File: src/common/paoa_pkg.sv
package paoa_pkg;

   ////////////////////////////////////////////////////////////////////////////
   // register byte offsets
   localparam logic [7:0] OFF_CFG = 8'h00;
   localparam logic [7:0] OFF_AL1_CFG = 8'h04;
   localparam logic [7:0] OFF_AL2_CFG = 8'h08;
   localparam logic [7:0] OFF_AL1_LO = 8'h0C;
   localparam logic [7:0] OFF_AL1_HI = 8'h10;
   localparam logic [7:0] OFF_AL2_LO = 8'h14;
   localparam logic [7:0] OFF_AL2_HI = 8'h18;
   localparam logic [7:0] OFF_SP1 = 8'h1C;
   localparam logic [7:0] OFF_SP2 = 8'h20;
   localparam logic [7:0] OFF_STAT = 8'h24;
   localparam logic [7:0] OFF_PV = 8'h28;

   ////////////////////////////////////////////////////////////////////////////
   // input ranges and their scale factors (full range gives 10000 counts)
   localparam logic [1:0] RNG_100MV = 2'h0;
   localparam logic [1:0] RNG_1V = 2'h1;
   localparam logic [1:0] RNG_10V = 2'h2;
   localparam logic [1:0] RNG_20MA = 2'h3;
   localparam logic [31:0] FAC_100MV = 32'h00000064;
   localparam logic [31:0] FAC_1V = 32'h0000000A;
   localparam logic [31:0] FAC_10V = 32'h00000001;
   localparam logic [31:0] FAC_20MA = 32'h000001F4;

   // alarm compare modes
   localparam logic [1:0] MODE_ABOVE = 2'h0;
   localparam logic [1:0] MODE_BELOW = 2'h1;
   localparam logic [1:0] MODE_HILO = 2'h2;
   localparam logic [1:0] MODE_BAND = 2'h3;

   // bus answers
   localparam logic [1:0] RESP_OKAY = 2'h0;
   localparam logic [1:0] RESP_SLVERR = 2'h2;

   ////////////////////////////////////////////////////////////////////////////
   // field layouts, low bit last
   typedef logic signed [31:0] paoa_val_t;
   typedef struct packed {
      logic run;
      logic an_cur;
      logic an_en;
      logic [1:0] rng;
   } paoa_cfg_t;
   typedef struct packed {
      logic pwr_on;
      logic [1:0] mode;
      logic nc;
      logic latch;
      logic dev;
      logic en;
   } paoa_alcfg_t;

   // whole block state
   typedef struct packed {
      logic [15:0] raw_m;
      logic [15:0] raw_s;
      logic opt_m;
      logic opt_s;
      paoa_val_t pv;
      paoa_cfg_t cfg;
      paoa_alcfg_t [1:0] al;
      paoa_val_t [1:0] lo;
      paoa_val_t [1:0] hi;
      paoa_val_t [1:0] sp;
      logic [1:0] act;
      logic [1:0] armed;
      logic relay1;
      logic relay2;
      logic analog_en;
      logic aw_ok;
      logic [7:0] awaddr;
      logic w_ok;
      logic [31:0] wdata;
      logic [3:0] wstrb;
      logic awready;
      logic wready;
      logic bvalid;
      logic [1:0] bresp;
      logic arready;
      logic rvalid;
      logic [31:0] rdata;
      logic [1:0] rresp;
   } paoa_st_t;

   // values after reset: running, 20 mA range, alarms off
   localparam paoa_cfg_t CFG_RST = 5'h13;
   localparam paoa_st_t ST_RST = '{cfg: CFG_RST, default: '0};

endpackage

File: src/hw/paoa_top.sv
`timescale 1ns/1ps
// How it works
// - scale input by 100, 10, 1 or 500
// - only six legal pairings of two outputs
// - analog slot only with option fitted
// - first alarm enabled takes output one unless analog is on
// - analog enabled takes output one slot
// - absolute thresholds ignore the first setpoint
// - deviation thresholds are offsets from setpoint
// - latched alarm holds until reset, unlatch or standby
// - unlatch-relatch or standby-run clears latch
// - unlatched alarm follows condition only
// - normally open energizes only on alarm
// - normally closed de-energizes on alarm
// - above compares against high threshold only
// - below compares against low threshold only
// - hi/low alarms outside both thresholds
// - band alarms outside setpoint plus/minus high
// - band works only in deviation mode
// - each band centres on its own setpoint
// - band value is a relative width
// - power-on enabled alarm is live after reset
// - otherwise alarm waits for non-alarm region
// - analog output selectable current or voltage
module paoa_top (
   // clock and reset
   input wire logic clk_i,
   input wire logic rst_i,
   // sensor, option strap and control outputs
   input wire logic [15:0] raw_i,
   input wire logic analog_opt_i,
   input wire logic ctl_out1_i,
   input wire logic ctl_out2_i,
   // axi4-lite write
   input wire logic [7:0] s_axi_awaddr_i,
   input wire logic s_axi_awvalid_i,
   output logic s_axi_awready_o,
   input wire logic [31:0] s_axi_wdata_i,
   input wire logic [3:0] s_axi_wstrb_i,
   input wire logic s_axi_wvalid_i,
   output logic s_axi_wready_o,
   output logic [1:0] s_axi_bresp_o,
   output logic s_axi_bvalid_o,
   input wire logic s_axi_bready_i,
   // axi4-lite read
   input wire logic [7:0] s_axi_araddr_i,
   input wire logic s_axi_arvalid_i,
   output logic s_axi_arready_o,
   output logic [31:0] s_axi_rdata_o,
   output logic [1:0] s_axi_rresp_o,
   output logic s_axi_rvalid_o,
   input wire logic s_axi_rready_i,
   // physical outputs
   output logic relay1_o,
   output logic relay2_o,
   output logic analog_en_o,
   output logic analog_current_o,
   output logic [15:0] analog_value_o
);

   paoa_pkg::paoa_st_t s_r;
   paoa_pkg::paoa_st_t s_nxt;
   logic [1:0] cond_w;

   /////////////////////////////////////////////////////////////////////////////
   // scaled process value from raw reading
   function automatic paoa_pkg::paoa_val_t scale(input logic [15:0] raw,
                                                input logic [1:0] rng);
      logic [31:0] f;
      f = paoa_pkg::FAC_20MA;
      if (rng == paoa_pkg::RNG_100MV) begin
         f = paoa_pkg::FAC_100MV;
      end else if (rng == paoa_pkg::RNG_1V) begin
         f = paoa_pkg::FAC_1V;
      end else if (rng == paoa_pkg::RNG_10V) begin
         f = paoa_pkg::FAC_10V;
      end
      return paoa_pkg::paoa_val_t'({16'h0000, raw} * f);
   endfunction

   // raw alarm condition, shared by both alarms
   function automatic logic al_cond(input paoa_pkg::paoa_alcfg_t c,
                                    input paoa_pkg::paoa_val_t lo,
                                    input paoa_pkg::paoa_val_t hi,
                                    input paoa_pkg::paoa_val_t sp,
                                    input paoa_pkg::paoa_val_t pv);
      paoa_pkg::paoa_val_t elo;
      paoa_pkg::paoa_val_t ehi;
      paoa_pkg::paoa_val_t bhi;
      paoa_pkg::paoa_val_t blo;
      logic r;
      // deviation moves thresholds with setpoint
      elo = c.dev ? paoa_pkg::paoa_val_t'(sp + lo) : lo;
      ehi = c.dev ? paoa_pkg::paoa_val_t'(sp + hi) : hi;
      // band is a width around setpoint
      bhi = paoa_pkg::paoa_val_t'(sp + hi);
      blo = paoa_pkg::paoa_val_t'(sp - hi);
      case (c.mode)
         paoa_pkg::MODE_ABOVE: r = pv > ehi;
         paoa_pkg::MODE_BELOW: r = pv < elo;
         paoa_pkg::MODE_HILO: r = (pv < elo) || (pv > ehi);
         // absolute band is not offered, so it never alarms
         default: r = c.dev && ((pv > bhi) || (pv < blo));
      endcase
      return r;
   endfunction

   // byte-lane merge of a write into a word
   function automatic logic [31:0] merge(input logic [31:0] old,
                                         input logic [31:0] d,
                                         input logic [3:0] strb);
      logic [31:0] m;
      m = old;
      for (int b = 0; b < 4; b++) begin
         if (strb[b]) begin
            m[b*8 +: 8] = d[b*8 +: 8];
         end
      end
      return m;
   endfunction

   /////////////////////////////////////////////////////////////////////////////
   // next state: sync, alarms, output steering, bus slave
   always_comb begin
      logic [31:0] m;
      logic [31:0] rd;
      logic [1:0] rly;
      logic ca;
      logic an_on;
      m = '0;
      rd = '0;
      rly = '0;
      ca = 1'b0;
      an_on = 1'b0;
      s_nxt = s_r;
      // two-flop sync; raw bits may tear between samples
      s_nxt.raw_m = raw_i;
      s_nxt.raw_s = s_r.raw_m;
      s_nxt.opt_m = analog_opt_i;
      s_nxt.opt_s = s_r.opt_m;
      s_nxt.pv = scale(s_r.raw_s, s_r.cfg.rng);
      // each alarm uses its own setpoint
      for (int i = 0; i < 2; i++) begin
         cond_w[i] = al_cond(s_r.al[i], s_r.lo[i], s_r.hi[i], s_r.sp[i],
                             s_r.pv);
         // armed at once, or on first non-alarm sample
         ca = cond_w[i] & (s_r.armed[i] | s_r.al[i].pwr_on);
         // only an enabled alarm arms on a quiet sample, so the empty reading after reset
         // cannot pass for a first non-alarm sample
         s_nxt.armed[i] = s_r.armed[i] | s_r.al[i].pwr_on |
                          (s_r.al[i].en & ~cond_w[i]);
         // new condition wins over any clear
         s_nxt.act[i] = ca | (s_r.al[i].latch & s_r.act[i] & s_r.cfg.run);
         rly[i] = s_nxt.act[i] ^ s_r.al[i].nc;
      end
      // output steering keeps only legal pairings
      an_on = s_r.cfg.an_en & s_r.opt_s;
      s_nxt.analog_en = an_on;
      if (an_on) begin
         s_nxt.relay1 = 1'b0;
      end else if (s_r.al[0].en) begin
         s_nxt.relay1 = rly[0];
      end else begin
         s_nxt.relay1 = ctl_out1_i;
      end
      s_nxt.relay2 = s_r.al[1].en ? rly[1] : ctl_out2_i;

      // write address and data taken independently, in either order
      if (s_axi_awvalid_i && s_r.awready) begin
         s_nxt.aw_ok = 1'b1;
         s_nxt.awaddr = s_axi_awaddr_i;
      end
      if (s_axi_wvalid_i && s_r.wready) begin
         s_nxt.w_ok = 1'b1;
         s_nxt.wdata = s_axi_wdata_i;
         s_nxt.wstrb = s_axi_wstrb_i;
      end
      if (s_r.bvalid && s_axi_bready_i) begin
         s_nxt.bvalid = 1'b0;
      end
      if (s_r.aw_ok && s_r.w_ok) begin
         s_nxt.aw_ok = 1'b0;
         s_nxt.w_ok = 1'b0;
         s_nxt.bvalid = 1'b1;
         s_nxt.bresp = paoa_pkg::RESP_OKAY;
         if (s_r.awaddr == paoa_pkg::OFF_CFG) begin
            m = merge({27'h0, s_r.cfg}, s_r.wdata, s_r.wstrb);
            s_nxt.cfg = paoa_pkg::paoa_cfg_t'(m[4:0]);
         end else if (s_r.awaddr == paoa_pkg::OFF_AL1_CFG) begin
            m = merge({25'h0, s_r.al[0]}, s_r.wdata, s_r.wstrb);
            s_nxt.al[0] = paoa_pkg::paoa_alcfg_t'(m[6:0]);
         end else if (s_r.awaddr == paoa_pkg::OFF_AL2_CFG) begin
            m = merge({25'h0, s_r.al[1]}, s_r.wdata, s_r.wstrb);
            s_nxt.al[1] = paoa_pkg::paoa_alcfg_t'(m[6:0]);
         end else if (s_r.awaddr == paoa_pkg::OFF_AL1_LO) begin
            s_nxt.lo[0] = merge(s_r.lo[0], s_r.wdata, s_r.wstrb);
         end else if (s_r.awaddr == paoa_pkg::OFF_AL1_HI) begin
            s_nxt.hi[0] = merge(s_r.hi[0], s_r.wdata, s_r.wstrb);
         end else if (s_r.awaddr == paoa_pkg::OFF_AL2_LO) begin
            s_nxt.lo[1] = merge(s_r.lo[1], s_r.wdata, s_r.wstrb);
         end else if (s_r.awaddr == paoa_pkg::OFF_AL2_HI) begin
            s_nxt.hi[1] = merge(s_r.hi[1], s_r.wdata, s_r.wstrb);
         end else if (s_r.awaddr == paoa_pkg::OFF_SP1) begin
            s_nxt.sp[0] = merge(s_r.sp[0], s_r.wdata, s_r.wstrb);
         end else if (s_r.awaddr == paoa_pkg::OFF_SP2) begin
            s_nxt.sp[1] = merge(s_r.sp[1], s_r.wdata, s_r.wstrb);
         end else if (s_r.awaddr == paoa_pkg::OFF_STAT ||
                      s_r.awaddr == paoa_pkg::OFF_PV) begin
            s_nxt.bresp = paoa_pkg::RESP_OKAY; // read-only, write dropped
         end else begin
            s_nxt.bresp = paoa_pkg::RESP_SLVERR;
         end
      end
      // one write in flight: stall both channels until answered
      s_nxt.awready = ~s_nxt.aw_ok & ~s_nxt.bvalid;
      s_nxt.wready = ~s_nxt.w_ok & ~s_nxt.bvalid;

      // read answer one cycle after the address is taken
      if (s_r.rvalid && s_axi_rready_i) begin
         s_nxt.rvalid = 1'b0;
      end
      if (s_axi_arvalid_i && s_r.arready) begin
         s_nxt.rvalid = 1'b1;
         s_nxt.rresp = paoa_pkg::RESP_OKAY;
         if (s_axi_araddr_i == paoa_pkg::OFF_CFG) begin
            rd = {27'h0, s_r.cfg};
         end else if (s_axi_araddr_i == paoa_pkg::OFF_AL1_CFG) begin
            rd = {25'h0, s_r.al[0]};
         end else if (s_axi_araddr_i == paoa_pkg::OFF_AL2_CFG) begin
            rd = {25'h0, s_r.al[1]};
         end else if (s_axi_araddr_i == paoa_pkg::OFF_AL1_LO) begin
            rd = s_r.lo[0];
         end else if (s_axi_araddr_i == paoa_pkg::OFF_AL1_HI) begin
            rd = s_r.hi[0];
         end else if (s_axi_araddr_i == paoa_pkg::OFF_AL2_LO) begin
            rd = s_r.lo[1];
         end else if (s_axi_araddr_i == paoa_pkg::OFF_AL2_HI) begin
            rd = s_r.hi[1];
         end else if (s_axi_araddr_i == paoa_pkg::OFF_SP1) begin
            rd = s_r.sp[0];
         end else if (s_axi_araddr_i == paoa_pkg::OFF_SP2) begin
            rd = s_r.sp[1];
         end else if (s_axi_araddr_i == paoa_pkg::OFF_STAT) begin
            rd = {23'h0, s_r.opt_s, s_r.relay2, s_r.relay1,
                  s_r.armed, s_r.act, cond_w};
         end else if (s_axi_araddr_i == paoa_pkg::OFF_PV) begin
            rd = s_r.pv;
         end else begin
            s_nxt.rresp = paoa_pkg::RESP_SLVERR;
         end
         s_nxt.rdata = rd;
      end
      s_nxt.arready = ~s_nxt.rvalid;
   end

   /////////////////////////////////////////////////////////////////////////////
   // the only register stage
   always_ff @(posedge clk_i) begin
      if (rst_i) begin
         s_r <= paoa_pkg::ST_RST;
      end else begin
         s_r <= s_nxt;
      end
   end

   // every output is a state bit
   assign s_axi_awready_o = s_r.awready;
   assign s_axi_wready_o = s_r.wready;
   assign s_axi_bvalid_o = s_r.bvalid;
   assign s_axi_bresp_o = s_r.bresp;
   assign s_axi_arready_o = s_r.arready;
   assign s_axi_rvalid_o = s_r.rvalid;
   assign s_axi_rdata_o = s_r.rdata;
   assign s_axi_rresp_o = s_r.rresp;
   assign relay1_o = s_r.relay1;
   assign relay2_o = s_r.relay2;
   assign analog_en_o = s_r.analog_en;
   assign analog_current_o = s_r.cfg.an_cur;
   assign analog_value_o = s_r.pv[15:0];
endmodule
File: config.mk
export PLATFORM = sky130hd
export DESIGN_NAME = paoa_top
export DESIGN_NICKNAME = d
export VERILOG_FILES = /design/src/common/paoa_pkg.sv /design/src/hw/paoa_top.sv
export SDC_FILE = /design/constraint.sdc
export NUM_CORES = 2
export LEC_CHECK = 0
export BUFFER_PORTS_ARGS = -buffer_cell sky130_fd_sc_hd__buf_4
export CAP_MARGIN = 5
export CORE_MARGIN = 3
export CORE_UTILIZATION = 30
export CTS_BUF_LIST = sky130_fd_sc_hd__clkbuf_8
export CTS_CLUSTER_DIAMETER = 60
export DETAILED_ROUTE_END_ITERATION = 16
export GPL_TIMING_DRIVEN = 0
export PLACE_DENSITY = 0.5
export SLEW_MARGIN = 25
export SYNTH_ARGS = -nofsm -noshare
export SYNTH_HDL_FRONTEND = slang
export SYNTH_SLANG_ARGS = --single-unit
File: constraint.sdc
create_clock -name clk_i -period 10.7 [get_ports clk_i]
set_input_delay 1.605 -clock clk_i [delete_from_list [all_inputs] [get_ports clk_i]]
set_output_delay 1.605 -clock clk_i [all_outputs]
set_load 0.02 [all_outputs]
==> impl_metrics.env <==
export IMPL_final_common_cell="ha_1"
export IMPL_layout_nets=5300
export IMPL_outcome="finished clean"
export IMPL_die_area_sq_mm=0.1210
export IMPL_cp_start_kind="register"
export IMPL_startpoint="s_r[192]"
export IMPL_cts_setup_buffers=0
export IMPL_p_switching_w=0.001339
export IMPL_grt_pass1_vias=32360
export IMPL_die_w_um=347.8
export IMPL_power_total_w=0.003878
export IMPL_rsz0062_at_grt="false"
export IMPL_cts_sinks=365
export IMPL_port_buffer_count=134
export IMPL_critical_path_arrival_ps=8340
export IMPL_grt_pass1_wl_um=201700
export IMPL_r2r_start="s_r[192]"
export IMPL_power_switching_share_pct=34.51
export IMPL_num_vias=33020
export IMPL_cts_htree_levels=2
export IMPL_cp_endpoint="s_axi_rdata_o[1]"
export IMPL_synthArstFlopShare_pct=0
export IMPL_hp_class="register to register"
export IMPL_critPathKind="register to register"
export IMPL_ios=139
export IMPL_worst_skew_pair_late_latency_ps=750
export IMPL_timing_slew_headroom_pct=24.54
export IMPL_post_route_period_util_pct=71.84
export IMPL_leakagePower_nw=17.56
export IMPL_synthesis_area_sq_mm=0.03505
export IMPL_tritoncts="built"
export IMPL_holdBufCountCts=0
export IMPL_area_growth_pct=12.20
export IMPL_core_area_sq_mm=0.1151
export IMPL_clock_path_buffers=3
export IMPL_seq_area_frac_synth_pct=20.85
export IMPL_ant_nets=0
export IMPL_hold_viol=0
export IMPL_min_period_ps=7687
export IMPL_drc=0
export IMPL_cts_made_buffers=61
export IMPL_reg2reg_depth=26
export IMPL_fin_skew_ps=60.49
export IMPL_reg2reg_slack_ps=3010
export IMPL_synth_flop_cell="dfxtp_1"
export IMPL_grt_usage_pct=21.92
export IMPL_root_buffer="clkbuf_8"
export IMPL_comb_power_share_pct=25.6
export IMPL_drive_above_1_share_pct=7.524
export IMPL_synth_cell_type_count=88
export IMPL_ir_worst_vdd_v=0.00009207
export IMPL_grt_max_degree=20
export IMPL_tns_ps=0
export IMPL_worst_pin_slew_ps=1128
export IMPL_viasPerCell=5.353
export IMPL_syn_avg_cell_area_sq_um=7.957
export IMPL_max_cap_violations=0
export IMPL_setup_violations=0
export IMPL_yosysWarnings=0
export IMPL_gp_congestion=0.9401
export IMPL_final_util_pct=34.16
export IMPL_drtPass1Iterations=10
export IMPL_layout_common_cells="ha_1 (514), a21oi_1 (486), nand2_1 (485)"
export IMPL_pwr_share_clk_pct=34.8
export IMPL_wl_um=136500
export IMPL_seq_power_share_pct=39.6
export IMPL_detailed_place_hpwl_um=114900
export IMPL_crit_path_max_fanout=9
export IMPL_synthCells=4405
export IMPL_antenna_found_initial=4
export IMPL_p_int_w=0.002540
export IMPL_worstSetupEndpointType="register"
export IMPL_pwr_density_cell_mw_per_mm2=98.62
export IMPL_reg2reg_to="s_axi_rdata_o[1]"
export IMPL_drv_slew=0
export IMPL_ys_seq_elements=365
export IMPL_fmax_mhz=130.1
export IMPL_cts_resized=0
export IMPL_wl_per_cell_um=22.13
export IMPL_initial_core_util_pct=30.45
export IMPL_die_h_um=347.8
export IMPL_clkTransAtPathRegs_ps=70
export IMPL_synth_edf_count=0
export IMPL_crit_required_ps=11350
export IMPL_grt_overflow_total=0
export IMPL_rows=124
export IMPL_drt_iter0_markers=2751
==> critical path, stage by stage, from the launching register on <==
cell	delay, ps
dfxtp_1	530
inv_1	90
ha_1	280
buf_2	210
nor2_1	90
o311a_1	330
o211ai_1	340
a21boi_0	210
a21oi_1	470
nor2_1	90
nor2_1	260
o21ai_0	230
a21oi_1	200
o21ai_0	110
xor2_1	180
ha_1	310
nand4_1	130
nor4_1	740
and4_1	420
nand2_1	80
o21ai_0	350
a211oi_1	190
a2bb2oi_1	230
o31ai_2	820
nor3_1	190
nand2b_1	210
a221oi_1	300
==> worst min path at each step <==
stage                from       end  cells after the start
6_report       s_nxt[352]  s_r[352]                      1
5_1_grt        s_nxt[348]  s_r[348]                      1
4_1_cts        s_nxt[352]  s_r[352]                      1
3_5_place_dp   s_nxt[351]  s_r[351]                      1
3_3_place_gp   s_nxt[346]  s_r[346]                      1
2_1_floorplan  s_nxt[337]  s_r[337]                      1
==> kinds of logic (layout without fill, tap and decap cells) <==
logic type	count (synthesis)	count (layout)	share of synthesized area [%]
muxes	169	169	4.859
adders and majority gates	616	616	24.18
other	1	6	0.01070
AOI/OAI and AO/OA	1178	1178	21.24
buffers and inverters	526	772	6.265
xor gates and xnor gates	179	179	4.473
DFF	365	365	20.85
and+or+nand+nor	1371	1371	18.13
==> flip-flops by register name, indices dropped and copies added (netlist names), 16 cells and up <==
name            flops
s_nxt              17
s_r               289
s_axi_rdata_o      32
analog_value_o     16
==> power groups by stage <==
stage	Combinational (W)	Clock, W	Sequential (W)
2_1_floorplan	0.000685	0	0.00148
3_3_place_gp	0.000981	0	0.00156
3_5_place_dp	0.000997	0	0.00156
4_1_cts	0.00100	0.00137	0.00153
5_1_grt	0.00112	0.00143	0.00154
6_report	0.000993	0.00135	0.00154
==> cell usage after synthesis, types with 19 or more instances <==
library cell / instances / area share (%)
o211ai_1: 32 / 0.69
nor2_1: 365 / 3.9
or3_1: 20 / 0.36
a21oi_1: 486 / 6.9
fa_1: 102 / 5.8
mux2i_1: 160 / 4.6
a221oi_1: 19 / 0.47
nand3_1: 71 / 1.0
nor3_1: 77 / 1.1
ha_1: 514 / 18
nand2b_1: 47 / 0.84
o21a_1: 27 / 0.58
nor4_1: 21 / 0.37
nand4_1: 53 / 0.95
xnor2_1: 142 / 3.5
and2_1: 80 / 1.4
buf_4: 53 / 1.1
nand2_1: 485 / 5.2
dfxtp_1: 365 / 21
inv_1: 290 / 3.1
a31oi_1: 50 / 0.89
o21bai_1: 43 / 0.92
clkbuf_1: 148 / 1.6
a21o_1: 97 / 2.1
and3_1: 24 / 0.43
xor2_1: 37 / 0.92
a22o_1: 22 / 0.55
a222oi_1: 35 / 1.0
o21ai_0: 178 / 2.5
a211oi_1: 49 / 1.0
nor2b_1: 69 / 1.2
==> routing by layer <==
| metal | part of all wire (%) | track usage (%) | wire [um] |
|---|---|---|---|
| met5 | 0.020 | 0 | 27 |
| met4 | 3.6 | 7.360 | 4940 |
| met3 | 5.1 | 1.976 | 6980 |
| met2 | 46 | 37.19 | 63280 |
| met1 | 45 | 29.19 | 61260 |
==> through the flow <==
step           hold slack [ps]  setup slack, ps  area [sq um]  std cells
2_1_floorplan            413.8             4444         35050       4406
3_3_place_gp             415.3             2545         37950       6052
4_1_cts                  434.7             3138         39310       6164
5_1_grt                  451.6             2688         39320       6167
6_report                 432.2             3013         39330       6168
3_5_place_dp             423.1             3192         38010       6055
==> cell type report <==
| class | instances | area [sq um] |
|---|---|---|
| Clock inverter | 36 | 290.3 |
| Tap cell | 1512 | 1892 |
| Timing Repair Buffer | 137 | 1028 |
| Multi-Input combinational cell | 3515 | 25590 |
| Antenna cell | 4 | 10.01 |
| Clock buffer | 73 | 1005 |
| Fill cell | 12430 | 75800 |
| Inverter | 297 | 1115 |
| Buffer | 229 | 1085 |
| Sequential cell | 365 | 7307 |
(Power assumes the default switching activity.)
